File: src/rtl/iom_regs.vh
/*
 * constants of the interpolator output-stage logic: register offsets,
 * field positions, reset values, mode codes and timing counts.
 * assumes it is included by bare name from files under rtl/.
 */
`ifndef IOM_REGS_VH
`define IOM_REGS_VH

// ----------------------------------------------------------------
// register offsets (byte addresses)
// ----------------------------------------------------------------
`define IOM_ADDR_W 8
`define IOM_OFS_MODE 8'h00
`define IOM_OFS_CFG 8'h04
`define IOM_OFS_STAT 8'h08
`define IOM_OFS_MASK 8'h0C
`define IOM_OFS_STATE 8'h10

// ----------------------------------------------------------------
// mode codes
// ----------------------------------------------------------------
`define IOM_MODE_QUAD 4'h0
`define IOM_MODE_CAL1 4'h1
`define IOM_MODE_CAL2 4'h2
`define IOM_MODE_TEST5 4'h5
`define IOM_MODE_TEST6 4'h6
`define IOM_MODE_CAL3 4'h7
`define IOM_MODE_SYST 4'hB
`define IOM_MODE_CNT 4'hF
`define IOM_MODE_RST 4'h0

// ----------------------------------------------------------------
// cfg register fields
// ----------------------------------------------------------------
`define IOM_CFG_OFSSEL_LO 0
`define IOM_CFG_OFSSEL_HI 1
`define IOM_CFG_PHD_LO 4
`define IOM_CFG_PHD_HI 7
`define IOM_CFG_RST 32'h0000_0010
`define IOM_OFSSEL_MID 2'h3

// ----------------------------------------------------------------
// status bits: index seen, count pulse, line-count error
// ----------------------------------------------------------------
`define IOM_ST_INDEX 0
`define IOM_ST_COUNT 1
`define IOM_ST_LCERR 2
`define IOM_ST_W 3

// ----------------------------------------------------------------
// timing: count pulse unit time in ns, cycles per unit at 200 MHz
// ----------------------------------------------------------------
`define IOM_CLK_NS 5
`define IOM_PHD_UNIT_NS 25
`define IOM_PHD_UNIT_CYC ((`IOM_PHD_UNIT_NS + `IOM_CLK_NS - 1) / `IOM_CLK_NS)

`endif

File: src/rtl/iom_sync.v
/*
 * two-stage synchroniser for a bus of asynchronous levels.
 * assumes the inputs come from pins or another clock domain.
 */
`timescale 1ns/1ps
module iom_sync #(
    parameter W = 1
) (
    input wire sys_clk,
    input wire rst_b,
    input wire [W-1:0] async_in,
    output reg [W-1:0] sync_out
);

    reg [W-1:0] meta_r;

    // -------------------------------------------------------------
    // first stage feeds only the second stage
    // -------------------------------------------------------------
    always @(posedge sys_clk or negedge rst_b) begin
        if (!rst_b) begin
            meta_r <= {W{1'b0}};
            sync_out <= {W{1'b0}};
        end else begin
            meta_r <= async_in;
            sync_out <= meta_r;
        end
    end

endmodule

File: src/rtl/iom_top.v
/*
 * output-stage logic of a sine/cosine interpolator: routes position,
 * counter-control and diagnostic signals onto three pin pairs plus a
 * fault pin, by operating mode, with a small register port.
 * assumes step/direction, index and comparator inputs come from the
 * interpolator core (possibly another clock, hence synchronised), and
 * analog routings are only reported as select codes to the pad ring.
 */
// How it works
// - mode register 4-bit field; 0 quadrature, F counter, B system test.
// - line drivers and polarity protection enabled only in modes 0 and F.
// - counter mode: down clock on A true, up on A comp, common on B true.
// - counter mode: B comp carries direction, 0 up, 1 down.
// - counter mode: index true pin high while index reached, else low.
// - counter mode: index comp pin low while index reached, else high.
// - count clocks are low pulses whose length follows min phase distance.
// - calibration 2 outputs reduced sine/cosine; midpoints only if select 3.
// - calibration 3 presents temperature monitoring signals.
// - at resolution 8 a switching point every 45 degrees.
// - system test: comparators offset1, phase, offset2, amplitude on pins.
// - system test: raw unmasked index on index true pin.
// - system test: index comp low while line count verifies, then high.
// - fault reports line-count error only from second index, when enabled.
`timescale 1ns/1ps
`include "iom_regs.vh"
module iom_top #(
    parameter LINES_W = 16
) (
    input wire sys_clk,
    input wire rst_b,
    input wire [`IOM_ADDR_W-1:0] reg_addr,
    input wire [31:0] reg_wdata,
    input wire reg_wr,
    input wire reg_rd,
    output reg [31:0] reg_rdata,
    output wire irq,
    input wire step_up,
    input wire step_dn,
    input wire quad_a,
    input wire quad_b,
    input wire index_masked,
    input wire raw_index_signal,
    input wire index_enable,
    input wire [LINES_W-1:0] expected_lines,
    input wire offset_ch1_comparator,
    input wire phase_error_comparator,
    input wire offset_ch2_comparator,
    input wire amplitude_error_comparator,
    input wire fault_in,
    output reg line_a_true_pin,
    output reg line_a_comp_pin,
    output reg line_b_true_pin,
    output reg line_b_comp_pin,
    output reg line_index_true_pin,
    output reg line_index_comp_pin,
    output reg fault_pin,
    output reg driver_enable,
    output reg [3:0] analog_route_sel,
    output reg midpoint_route_en
);

    // -------------------------------------------------------------
    // input synchronisers
    // -------------------------------------------------------------
    wire [10:0] sync_w;
    wire s_up, s_dn, s_qa, s_qb, s_zm, s_zr, s_zen, s_c1, s_c2, s_c3, s_c4;

    iom_sync #(
        .W(11)
    ) u_sync (
        .sys_clk(sys_clk),
        .rst_b(rst_b),
        .async_in({step_up, step_dn, quad_a, quad_b, index_masked, raw_index_signal,
            index_enable, offset_ch1_comparator, phase_error_comparator,
            offset_ch2_comparator, amplitude_error_comparator}),
        .sync_out(sync_w)
    );
    assign {s_up, s_dn, s_qa, s_qb, s_zm, s_zr, s_zen, s_c1, s_c2, s_c3, s_c4} = sync_w;

    // -------------------------------------------------------------
    // registers
    // -------------------------------------------------------------
    reg [3:0] mode_r;
    reg [31:0] cfg_r;
    reg [`IOM_ST_W-1:0] stat_r;
    reg [`IOM_ST_W-1:0] mask_r;
    reg [`IOM_ST_W-1:0] ev_w;

    wire [1:0] ofs_sel = cfg_r[`IOM_CFG_OFSSEL_HI:`IOM_CFG_OFSSEL_LO];
    wire [3:0] phd_sel = cfg_r[`IOM_CFG_PHD_HI:`IOM_CFG_PHD_LO];

    function sel;
        input [`IOM_ADDR_W-1:0] a;
        input [`IOM_ADDR_W-1:0] ofs;
        begin
            sel = (a == ofs);
        end
    endfunction

    // software writes: mode, cfg, mask; status clears by writing one
    always @(posedge sys_clk or negedge rst_b) begin
        if (!rst_b) begin
            mode_r <= `IOM_MODE_RST;
            cfg_r <= `IOM_CFG_RST;
            mask_r <= {`IOM_ST_W{1'b0}};
            stat_r <= {`IOM_ST_W{1'b0}};
        end else begin
            if (reg_wr && sel(reg_addr, `IOM_OFS_MODE)) begin
                mode_r <= reg_wdata[3:0];
            end
            if (reg_wr && sel(reg_addr, `IOM_OFS_CFG)) begin
                cfg_r <= reg_wdata;
            end
            if (reg_wr && sel(reg_addr, `IOM_OFS_MASK)) begin
                mask_r <= reg_wdata[`IOM_ST_W-1:0];
            end
            // a new event beats a clear in the same cycle
            if (reg_wr && sel(reg_addr, `IOM_OFS_STAT)) begin
                stat_r <= (stat_r & ~reg_wdata[`IOM_ST_W-1:0]) | ev_w;
            end else begin
                stat_r <= stat_r | ev_w;
            end
        end
    end

    // level interrupt, combinational so it drops in the cycle a clear lands
    assign irq = |(stat_r & mask_r);

    // -------------------------------------------------------------
    // read port: data stands one cycle after the strobe
    // -------------------------------------------------------------
    reg lc_done_r;
    reg lc_err_r;
    reg [1:0] idx_cnt_r;

    always @(posedge sys_clk or negedge rst_b) begin
        if (!rst_b) begin
            reg_rdata <= 32'h0000_0000;
        end else if (reg_rd) begin
            case (reg_addr)
                `IOM_OFS_MODE: reg_rdata <= {28'h000_0000, mode_r};
                `IOM_OFS_CFG: reg_rdata <= cfg_r;
                `IOM_OFS_STAT: reg_rdata <= {29'h000_0000, stat_r};
                `IOM_OFS_MASK: reg_rdata <= {29'h000_0000, mask_r};
                // state word: index count, error, done, driver enable, masked index
                `IOM_OFS_STATE: reg_rdata <= {26'h000_0000, idx_cnt_r, lc_err_r,
                    lc_done_r, driver_enable, s_zm};
                default: reg_rdata <= 32'h0000_0000;
            endcase
        end else begin
            reg_rdata <= 32'h0000_0000;
        end
    end

    // -------------------------------------------------------------
    // count pulse generator: one low pulse per step
    // -------------------------------------------------------------
    // pulse length is (phd_sel+1) units; a new step arriving during a pulse
    // or the equal gap after it is dropped, so the core must keep steps farther apart than pulse plus gap
    localparam [1:0] CP_IDLE = 2'd0;
    localparam [1:0] CP_LOW = 2'd1;
    localparam [1:0] CP_GAP = 2'd2;
    reg [1:0] cp_st_r;
    reg [11:0] cp_cnt_r;
    reg up_d_r, dn_d_r;
    reg dir_r;
    reg cp_up_r, cp_dn_r;
    wire up_edge = s_up & ~up_d_r;
    wire dn_edge = s_dn & ~dn_d_r;
    // the product is 32 bits wide; a 4-bit select keeps it far below 12 bits
    wire [31:0] cp_len_full = ({28'h000_0000, phd_sel} + 32'h0000_0001) * `IOM_PHD_UNIT_CYC;
    wire [11:0] cp_len = cp_len_full[11:0];

    always @(posedge sys_clk or negedge rst_b) begin
        if (!rst_b) begin
            cp_st_r <= CP_IDLE;
            cp_cnt_r <= 12'h000;
            up_d_r <= 1'b0;
            dn_d_r <= 1'b0;
            dir_r <= 1'b0;
            cp_up_r <= 1'b0;
            cp_dn_r <= 1'b0;
        end else begin
            up_d_r <= s_up;
            dn_d_r <= s_dn;
            case (cp_st_r)
                CP_IDLE: begin
                    if (up_edge || dn_edge) begin
                        // up wins a tie, so the direction must follow the clock that fires
                        dir_r <= dn_edge & ~up_edge;
                        cp_up_r <= up_edge;
                        cp_dn_r <= dn_edge & ~up_edge;
                        cp_cnt_r <= cp_len;
                        cp_st_r <= CP_LOW;
                    end
                end
                CP_LOW: begin
                    if (cp_cnt_r <= 12'h001) begin
                        cp_up_r <= 1'b0;
                        cp_dn_r <= 1'b0;
                        cp_cnt_r <= cp_len;
                        cp_st_r <= CP_GAP;
                    end else begin
                        cp_cnt_r <= cp_cnt_r - 12'h001;
                    end
                end
                // hold the line quiet as long as the pulse, so edges stay apart
                CP_GAP: begin
                    if (cp_cnt_r <= 12'h001) begin
                        cp_st_r <= CP_IDLE;
                    end else begin
                        cp_cnt_r <= cp_cnt_r - 12'h001;
                    end
                end
                default: cp_st_r <= CP_IDLE;
            endcase
        end
    end

    // -------------------------------------------------------------
    // line-count verification between index pulses
    // -------------------------------------------------------------
    reg zr_d_r;
    reg [LINES_W-1:0] lines_r;
    wire zr_edge = s_zr & ~zr_d_r;
    wire step_any = (up_edge | dn_edge) & (cp_st_r == CP_IDLE);

    always @(posedge sys_clk or negedge rst_b) begin
        if (!rst_b) begin
            zr_d_r <= 1'b0;
            lines_r <= {LINES_W{1'b0}};
            idx_cnt_r <= 2'd0;
            lc_done_r <= 1'b0;
            lc_err_r <= 1'b0;
        end else begin
            zr_d_r <= s_zr;
            if (zr_edge && s_zen) begin
                if (idx_cnt_r != 2'd2) begin
                    idx_cnt_r <= idx_cnt_r + 2'd1;
                end
                lines_r <= {LINES_W{1'b0}};
                // the first enabled index only opens the window; nothing to compare yet
                if (idx_cnt_r != 2'd0) begin
                    lc_done_r <= 1'b1;
                    lc_err_r <= (lines_r != expected_lines);
                end
            end else if (step_any) begin
                lines_r <= lines_r + {{(LINES_W-1){1'b0}}, 1'b1};
            end
        end
    end

    // one-cycle event pulses that set the sticky status bits
    always @* begin
        ev_w = {`IOM_ST_W{1'b0}};
        ev_w[`IOM_ST_INDEX] = zr_edge;
        ev_w[`IOM_ST_COUNT] = step_any;
        ev_w[`IOM_ST_LCERR] = zr_edge & s_zen & (idx_cnt_r != 2'd0) &
            (lines_r != expected_lines);
    end

    // -------------------------------------------------------------
    // pin routing by mode, registered so the pins never glitch
    // -------------------------------------------------------------
    always @(posedge sys_clk or negedge rst_b) begin
        if (!rst_b) begin
            line_a_true_pin <= 1'b0;
            line_a_comp_pin <= 1'b1;
            line_b_true_pin <= 1'b0;
            line_b_comp_pin <= 1'b1;
            line_index_true_pin <= 1'b0;
            line_index_comp_pin <= 1'b1;
            fault_pin <= 1'b0;
            driver_enable <= 1'b0;
            analog_route_sel <= 4'h0;
            midpoint_route_en <= 1'b0;
        end else begin
            driver_enable <= (mode_r == `IOM_MODE_QUAD) || (mode_r == `IOM_MODE_CNT);
            analog_route_sel <= mode_r;
            midpoint_route_en <= (mode_r == `IOM_MODE_CAL2) &&
                (ofs_sel == `IOM_OFSSEL_MID);
            case (mode_r)
                `IOM_MODE_QUAD: begin
                    // complementary pairs for the differential drivers
                    line_a_true_pin <= s_qa;
                    line_a_comp_pin <= ~s_qa;
                    line_b_true_pin <= s_qb;
                    line_b_comp_pin <= ~s_qb;
                    line_index_true_pin <= s_zm;
                    line_index_comp_pin <= ~s_zm;
                    fault_pin <= fault_in | lc_err_r;
                end
                `IOM_MODE_CNT: begin
                    // count clocks idle high; each count is the low phase
                    line_a_true_pin <= ~cp_dn_r;
                    line_a_comp_pin <= ~cp_up_r;
                    line_b_true_pin <= ~(cp_up_r | cp_dn_r);
                    line_b_comp_pin <= dir_r;
                    line_index_true_pin <= s_zm;
                    line_index_comp_pin <= ~s_zm;
                    fault_pin <= fault_in | lc_err_r;
                end
                `IOM_MODE_SYST: begin
                    // the comparators switch at the core's 45-degree points at resolution 8
                    line_a_true_pin <= s_c1;
                    line_a_comp_pin <= s_c2;
                    line_b_true_pin <= s_c3;
                    line_b_comp_pin <= s_c4;
                    line_index_true_pin <= s_zr;
                    line_index_comp_pin <= lc_done_r;
                    fault_pin <= lc_err_r;
                end
                `IOM_MODE_CAL3: begin
                    // temperature signals are analog; only the warning reaches the fault pin
                    line_a_true_pin <= 1'b0;
                    line_a_comp_pin <= 1'b0;
                    line_b_true_pin <= 1'b0;
                    line_b_comp_pin <= 1'b0;
                    line_index_true_pin <= 1'b0;
                    line_index_comp_pin <= 1'b0;
                    fault_pin <= fault_in;
                end
                default: begin
                    // analog routings: digital drive parked low
                    line_a_true_pin <= 1'b0;
                    line_a_comp_pin <= 1'b0;
                    line_b_true_pin <= 1'b0;
                    line_b_comp_pin <= 1'b0;
                    line_index_true_pin <= 1'b0;
                    line_index_comp_pin <= 1'b0;
                    fault_pin <= 1'b0;
                end
            endcase
        end
    end

endmodule

File: config.mk
export PLATFORM = sky130hd
export DESIGN_NAME = iom_top
export DESIGN_NICKNAME = d
export VERILOG_FILES = /design/src/rtl/iom_sync.v /design/src/rtl/iom_top.v
export VERILOG_INCLUDE_DIRS = /design/src /design/src/rtl
export SDC_FILE = /design/constraint.sdc
export NUM_CORES = 1
export LEC_CHECK = 0
export BUFFER_PORTS_ARGS = -buffer_cell sky130_fd_sc_hd__clkbuf_2
export CORE_MARGIN = 2
export CORE_UTILIZATION = 40
export DETAILED_ROUTE_END_ITERATION = 8
export HOLD_SLACK_MARGIN = 0.1
export PLACE_DENSITY = 0.67
export SKIP_LAST_GASP = 1
export SYNTH_ARGS = -nofsm -noshare
export SYNTH_HDL_FRONTEND = slang
export SYNTH_HIERARCHICAL = 1
export SYNTH_SLANG_ARGS = --single-unit
File: constraint.sdc
create_clock -name sys_clk -period 4 [get_ports sys_clk]
set_input_delay 0.8 -clock sys_clk [delete_from_list [all_inputs] [get_ports sys_clk]]
set_output_delay 0.8 -clock sys_clk [all_outputs]
set_load 0.02 [all_outputs]
==> run_results.csv <==
group,metric,value,unit
clocking,htreeDepth,4,
logic_synthesis,syn_nets,618,
logic_synthesis,synthArstFlopShare,1.000,
power,p_int,2.961,mW
floorplan,dieArea,0.01697,mm2
logic_synthesis,ys_seq_elements,149,
timing,hold_viol_final,0,
routing,drcViolationCount,0,
floorplan,dieHeight,130.3,um
logic_synthesis,synth_area_leaders,"dfrtp_1, mux2_2, xnor2_1",
logic_synthesis,synth_top_cell_by_area,"dfrtp_1",
logic_synthesis,syn_area,0.006379,mm2
clocking,cts.sinks,149,
clocking,clock_latency,0.43,ns
setup_path,crit_path_max_fanout,15,
setup_path,crit_path_top_delay_cell,"a31oi_2",
setup_path,r2r_slack,1.46,ns
timing,clock.fmax,394.4,MHz
grt,grtUsageTotal,0.1777,
power,p_leak,3.759,nW
floorplan,die_w,130.3,um
setup_path,required,4.31,ns
floorplan,start_util,0.4060,
layout,drive_above_1_share,0.3123,
setup_path,crit_buf_inv,1,
timing,tightest_slew,0.8833,ns
place,io_buffers,117,
timing,finalSetupViolations,0,
clocking,cts_resized,0,
routing,via_per_inst,5.077,
setup_path,critPathMaxStageDelay,0.63,ns
clocking,path_clk_slew,0.06,ns
logic_synthesis,synth_cells,530,
logic_synthesis,synth_top_cell_area_share,0.5689,
timing,setup_slack,1.465,ns
clocking,root_buffer,"clkbuf_16",
logic_synthesis,seq_area_frac_synth,0.5853,
clocking,cts_tree,"done",
power,finalPower,4.202,mW
power,power_density,536.2,mW/mm2
layout,fill_cells,1410,
worst_hold_path,hold_path_class,"reg2reg",
grt,grt_pass1_vias,4590,
power,p_clk_frac,0.392,
timing,fin_worst_skew,0.01131,ns
place,place_ws,1.263,ns
grt,grt_first_pass_wirelength,23.14,mm
clocking,hold_buffers,0,
setup_path,crit_type,"reg2reg",
logic_synthesis,yosys_most_used_dff,"dfrtp_1",
timing,final.min_clock_period,2.535,ns
logic_synthesis,avgSynthCellArea,12.04,um2
layout,area_growth,22.87,%
logic_synthesis,synth_edf_count,0,
logic_synthesis,synthMostInstantiatedCell,"dfrtp_1",
floorplan,rows,46,
power,swShare,0.2955,
setup_path,start_kind,"flop",
timing,fin_tns_setup,0,ns
clocking,clk_path_buf_depth,2,
place,place_area,0.007224,mm2
routing,final_antenna_net_count,0,
power,net-switching-power,1.242,mW
timing,relSlewSlack,0.4057,
floorplan,core_area,0.01571,mm2
setup_path,crit_family,"compound AO/OA/AOI/OAI gates",
clocking,post_cts_buffers,0,
logic_synthesis,ys_types,58,
timing,maxSlewViolCount,0,
place,dp_hpwl,10.01,mm
run,cap_viol_max_count,0,
floorplan,io_pins,118,
logic_synthesis,synth_warnings,6,
outcome,status,"finished clean",
power,combPwrFrac,0.187,
layout,n_antenna_cell,0,
routing,first_iter_violations,282,
timing,rsz0062_at_grt,"no",
grt,grt_max_degree,96,
routing,firstDrtPassIters,5,
layout,fin_nets,741,
logic_synthesis,yosys-top-cells-count,"dfrtp_1, mux2_2, xnor2_1, and2_1, nor2_1",
setup_path,worstPathArrival,2.85,ns
routing,routed_wl,13.98,mm
clocking,cts_buffers,17,
setup_path,path_cells,"inv_1 -> ha_1 -> o21ba_2 -> and2_1 -> a31oi_2 -> nand2_1 -> o311ai_0",
place,gp_congestion,0.8632,
power,peakVddDrop,0.3536,mV
layout,design_area,0.007838,mm2
setup_path,worstSetupEndpointType,"flop",
routing,wl_per_cell,15.85,um
timing,finalCritPeriodShare,0.6338,
power,pwr-share-seq,0.421,
routing,vias,4478,
grt,antenna_found_initial,0,
grt,grt-ovfl-total,0,
-- placed cells by master (no fill, tap or decap), types with 17 or more instances in the layout --
master     instances
mux2_2            37
and2_1            31
nand2_1           25
nand3_1           17
inv_1             22
dfrtp_1          145
clkbuf_2         116
clkbuf_16         17
nor2_1            26
xnor2_1           32
a21oi_1           23
-- power groups by stage --
stage / clock network (mW) / logic, mW / registers, mW
floorplan: 0 / 0.572 / 1.76
global placement: 0 / 0.745 / 1.79
detailed placement: 0 / 0.778 / 1.79
CTS: 1.69 / 0.784 / 1.77
global route: 1.76 / 0.879 / 1.79
finish: 1.65 / 0.786 / 1.77
-- path summary, 6_finish.rpt --
path,depth (start not counted),startpoint,endpoint
worst max-delay path,7,cp_cnt_r[0]$_DFFE_PN0P_,cp_cnt_r[6]$_DFFE_PN0P_
worst min-delay path,0,u_sync/meta_r[0]$_DFF_PN0_,u_sync/sync_out[0]$_DFF_PN0_
worst max register to register,7,cp_cnt_r[0]$_DFFE_PN0P_,cp_cnt_r[6]$_DFFE_PN0P_
worst min register to register,0,u_sync/meta_r[0]$_DFF_PN0_,u_sync/sync_out[0]$_DFF_PN0_
max in group asynchronous,2,rst_b,cfg_r[4]$_DFFE_PN1P_
min in group asynchronous,1,rst_b,u_sync/sync_out[7]$_DFF_PN0_
-- flip-flops by register name, indices dropped and copies added (netlist names), 2 cells and up --
| name | cells |
|---|---|
| lines_r | 16 |
| cp_cnt_r | 12 |
| stat_r | 3 |
| idx_cnt_r | 2 |
| mask_r | 3 |
| mode_r | 4 |
| reg_rdata | 32 |
| cfg_r | 32 |
| u_sync/meta_r | 11 |
| u_sync/sync_out | 11 |
| analog_route_sel | 4 |
| cp_st_r | 2 |
-- cell families (layout without fill, tap and decap cells) --
group | Yosys count | in the layout | synth area share
simple gates | 161 | 161 | 0.1373
compound gates | 84 | 84 | 0.08769
buf+inv | 39 | 175 | 0.02393
fa+ha+maj | 16 | 16 | 0.03256
mux | 44 | 44 | 0.08238
xor+xnor | 37 | 37 | 0.05080
flops | 149 | 149 | 0.5853
-- layout make-up --
cell class / count / area [um2] / share of cell area
well taps: 216 / 270.3 / 0.03448
flip-flops and latches: 149 / 3734 / 0.4764
multi-input cells: 342 / 2504 / 0.3194
inverters: 22 / 82.58 / 0.01054
clock inverters: 14 / 173.9 / 0.02219
repair buffers: 121 / 634.4 / 0.08094
clock buffers: 18 / 439.2 / 0.05603
-- metrics by stage --
step	utilization	hold slack [ns]	cells
floorplan	-	0.3312	530
global placement	0.4598	0.3322	850
detailed placement	0.4598	0.3355	850
CTS	0.4988	0.3496	882
global route	0.4988	0.3568	882
finish	0.4988	0.3482	882
-- metal layers --
| layer | vias to the layer above | track usage | share of wire |
|---|---|---|---|
| li1 | 2111 | - | - |
| met1 | 2195 | 0.2280 | 0.43 |
| met2 | 142 | 0.2584 | 0.45 |
| met3 | 30 | 0.07913 | 0.092 |
| met4 | 0 | 0.08349 | 0.027 |
| met5 | - | 0 | 0 |
Note: power is estimated with default switching activity, not from simulation.
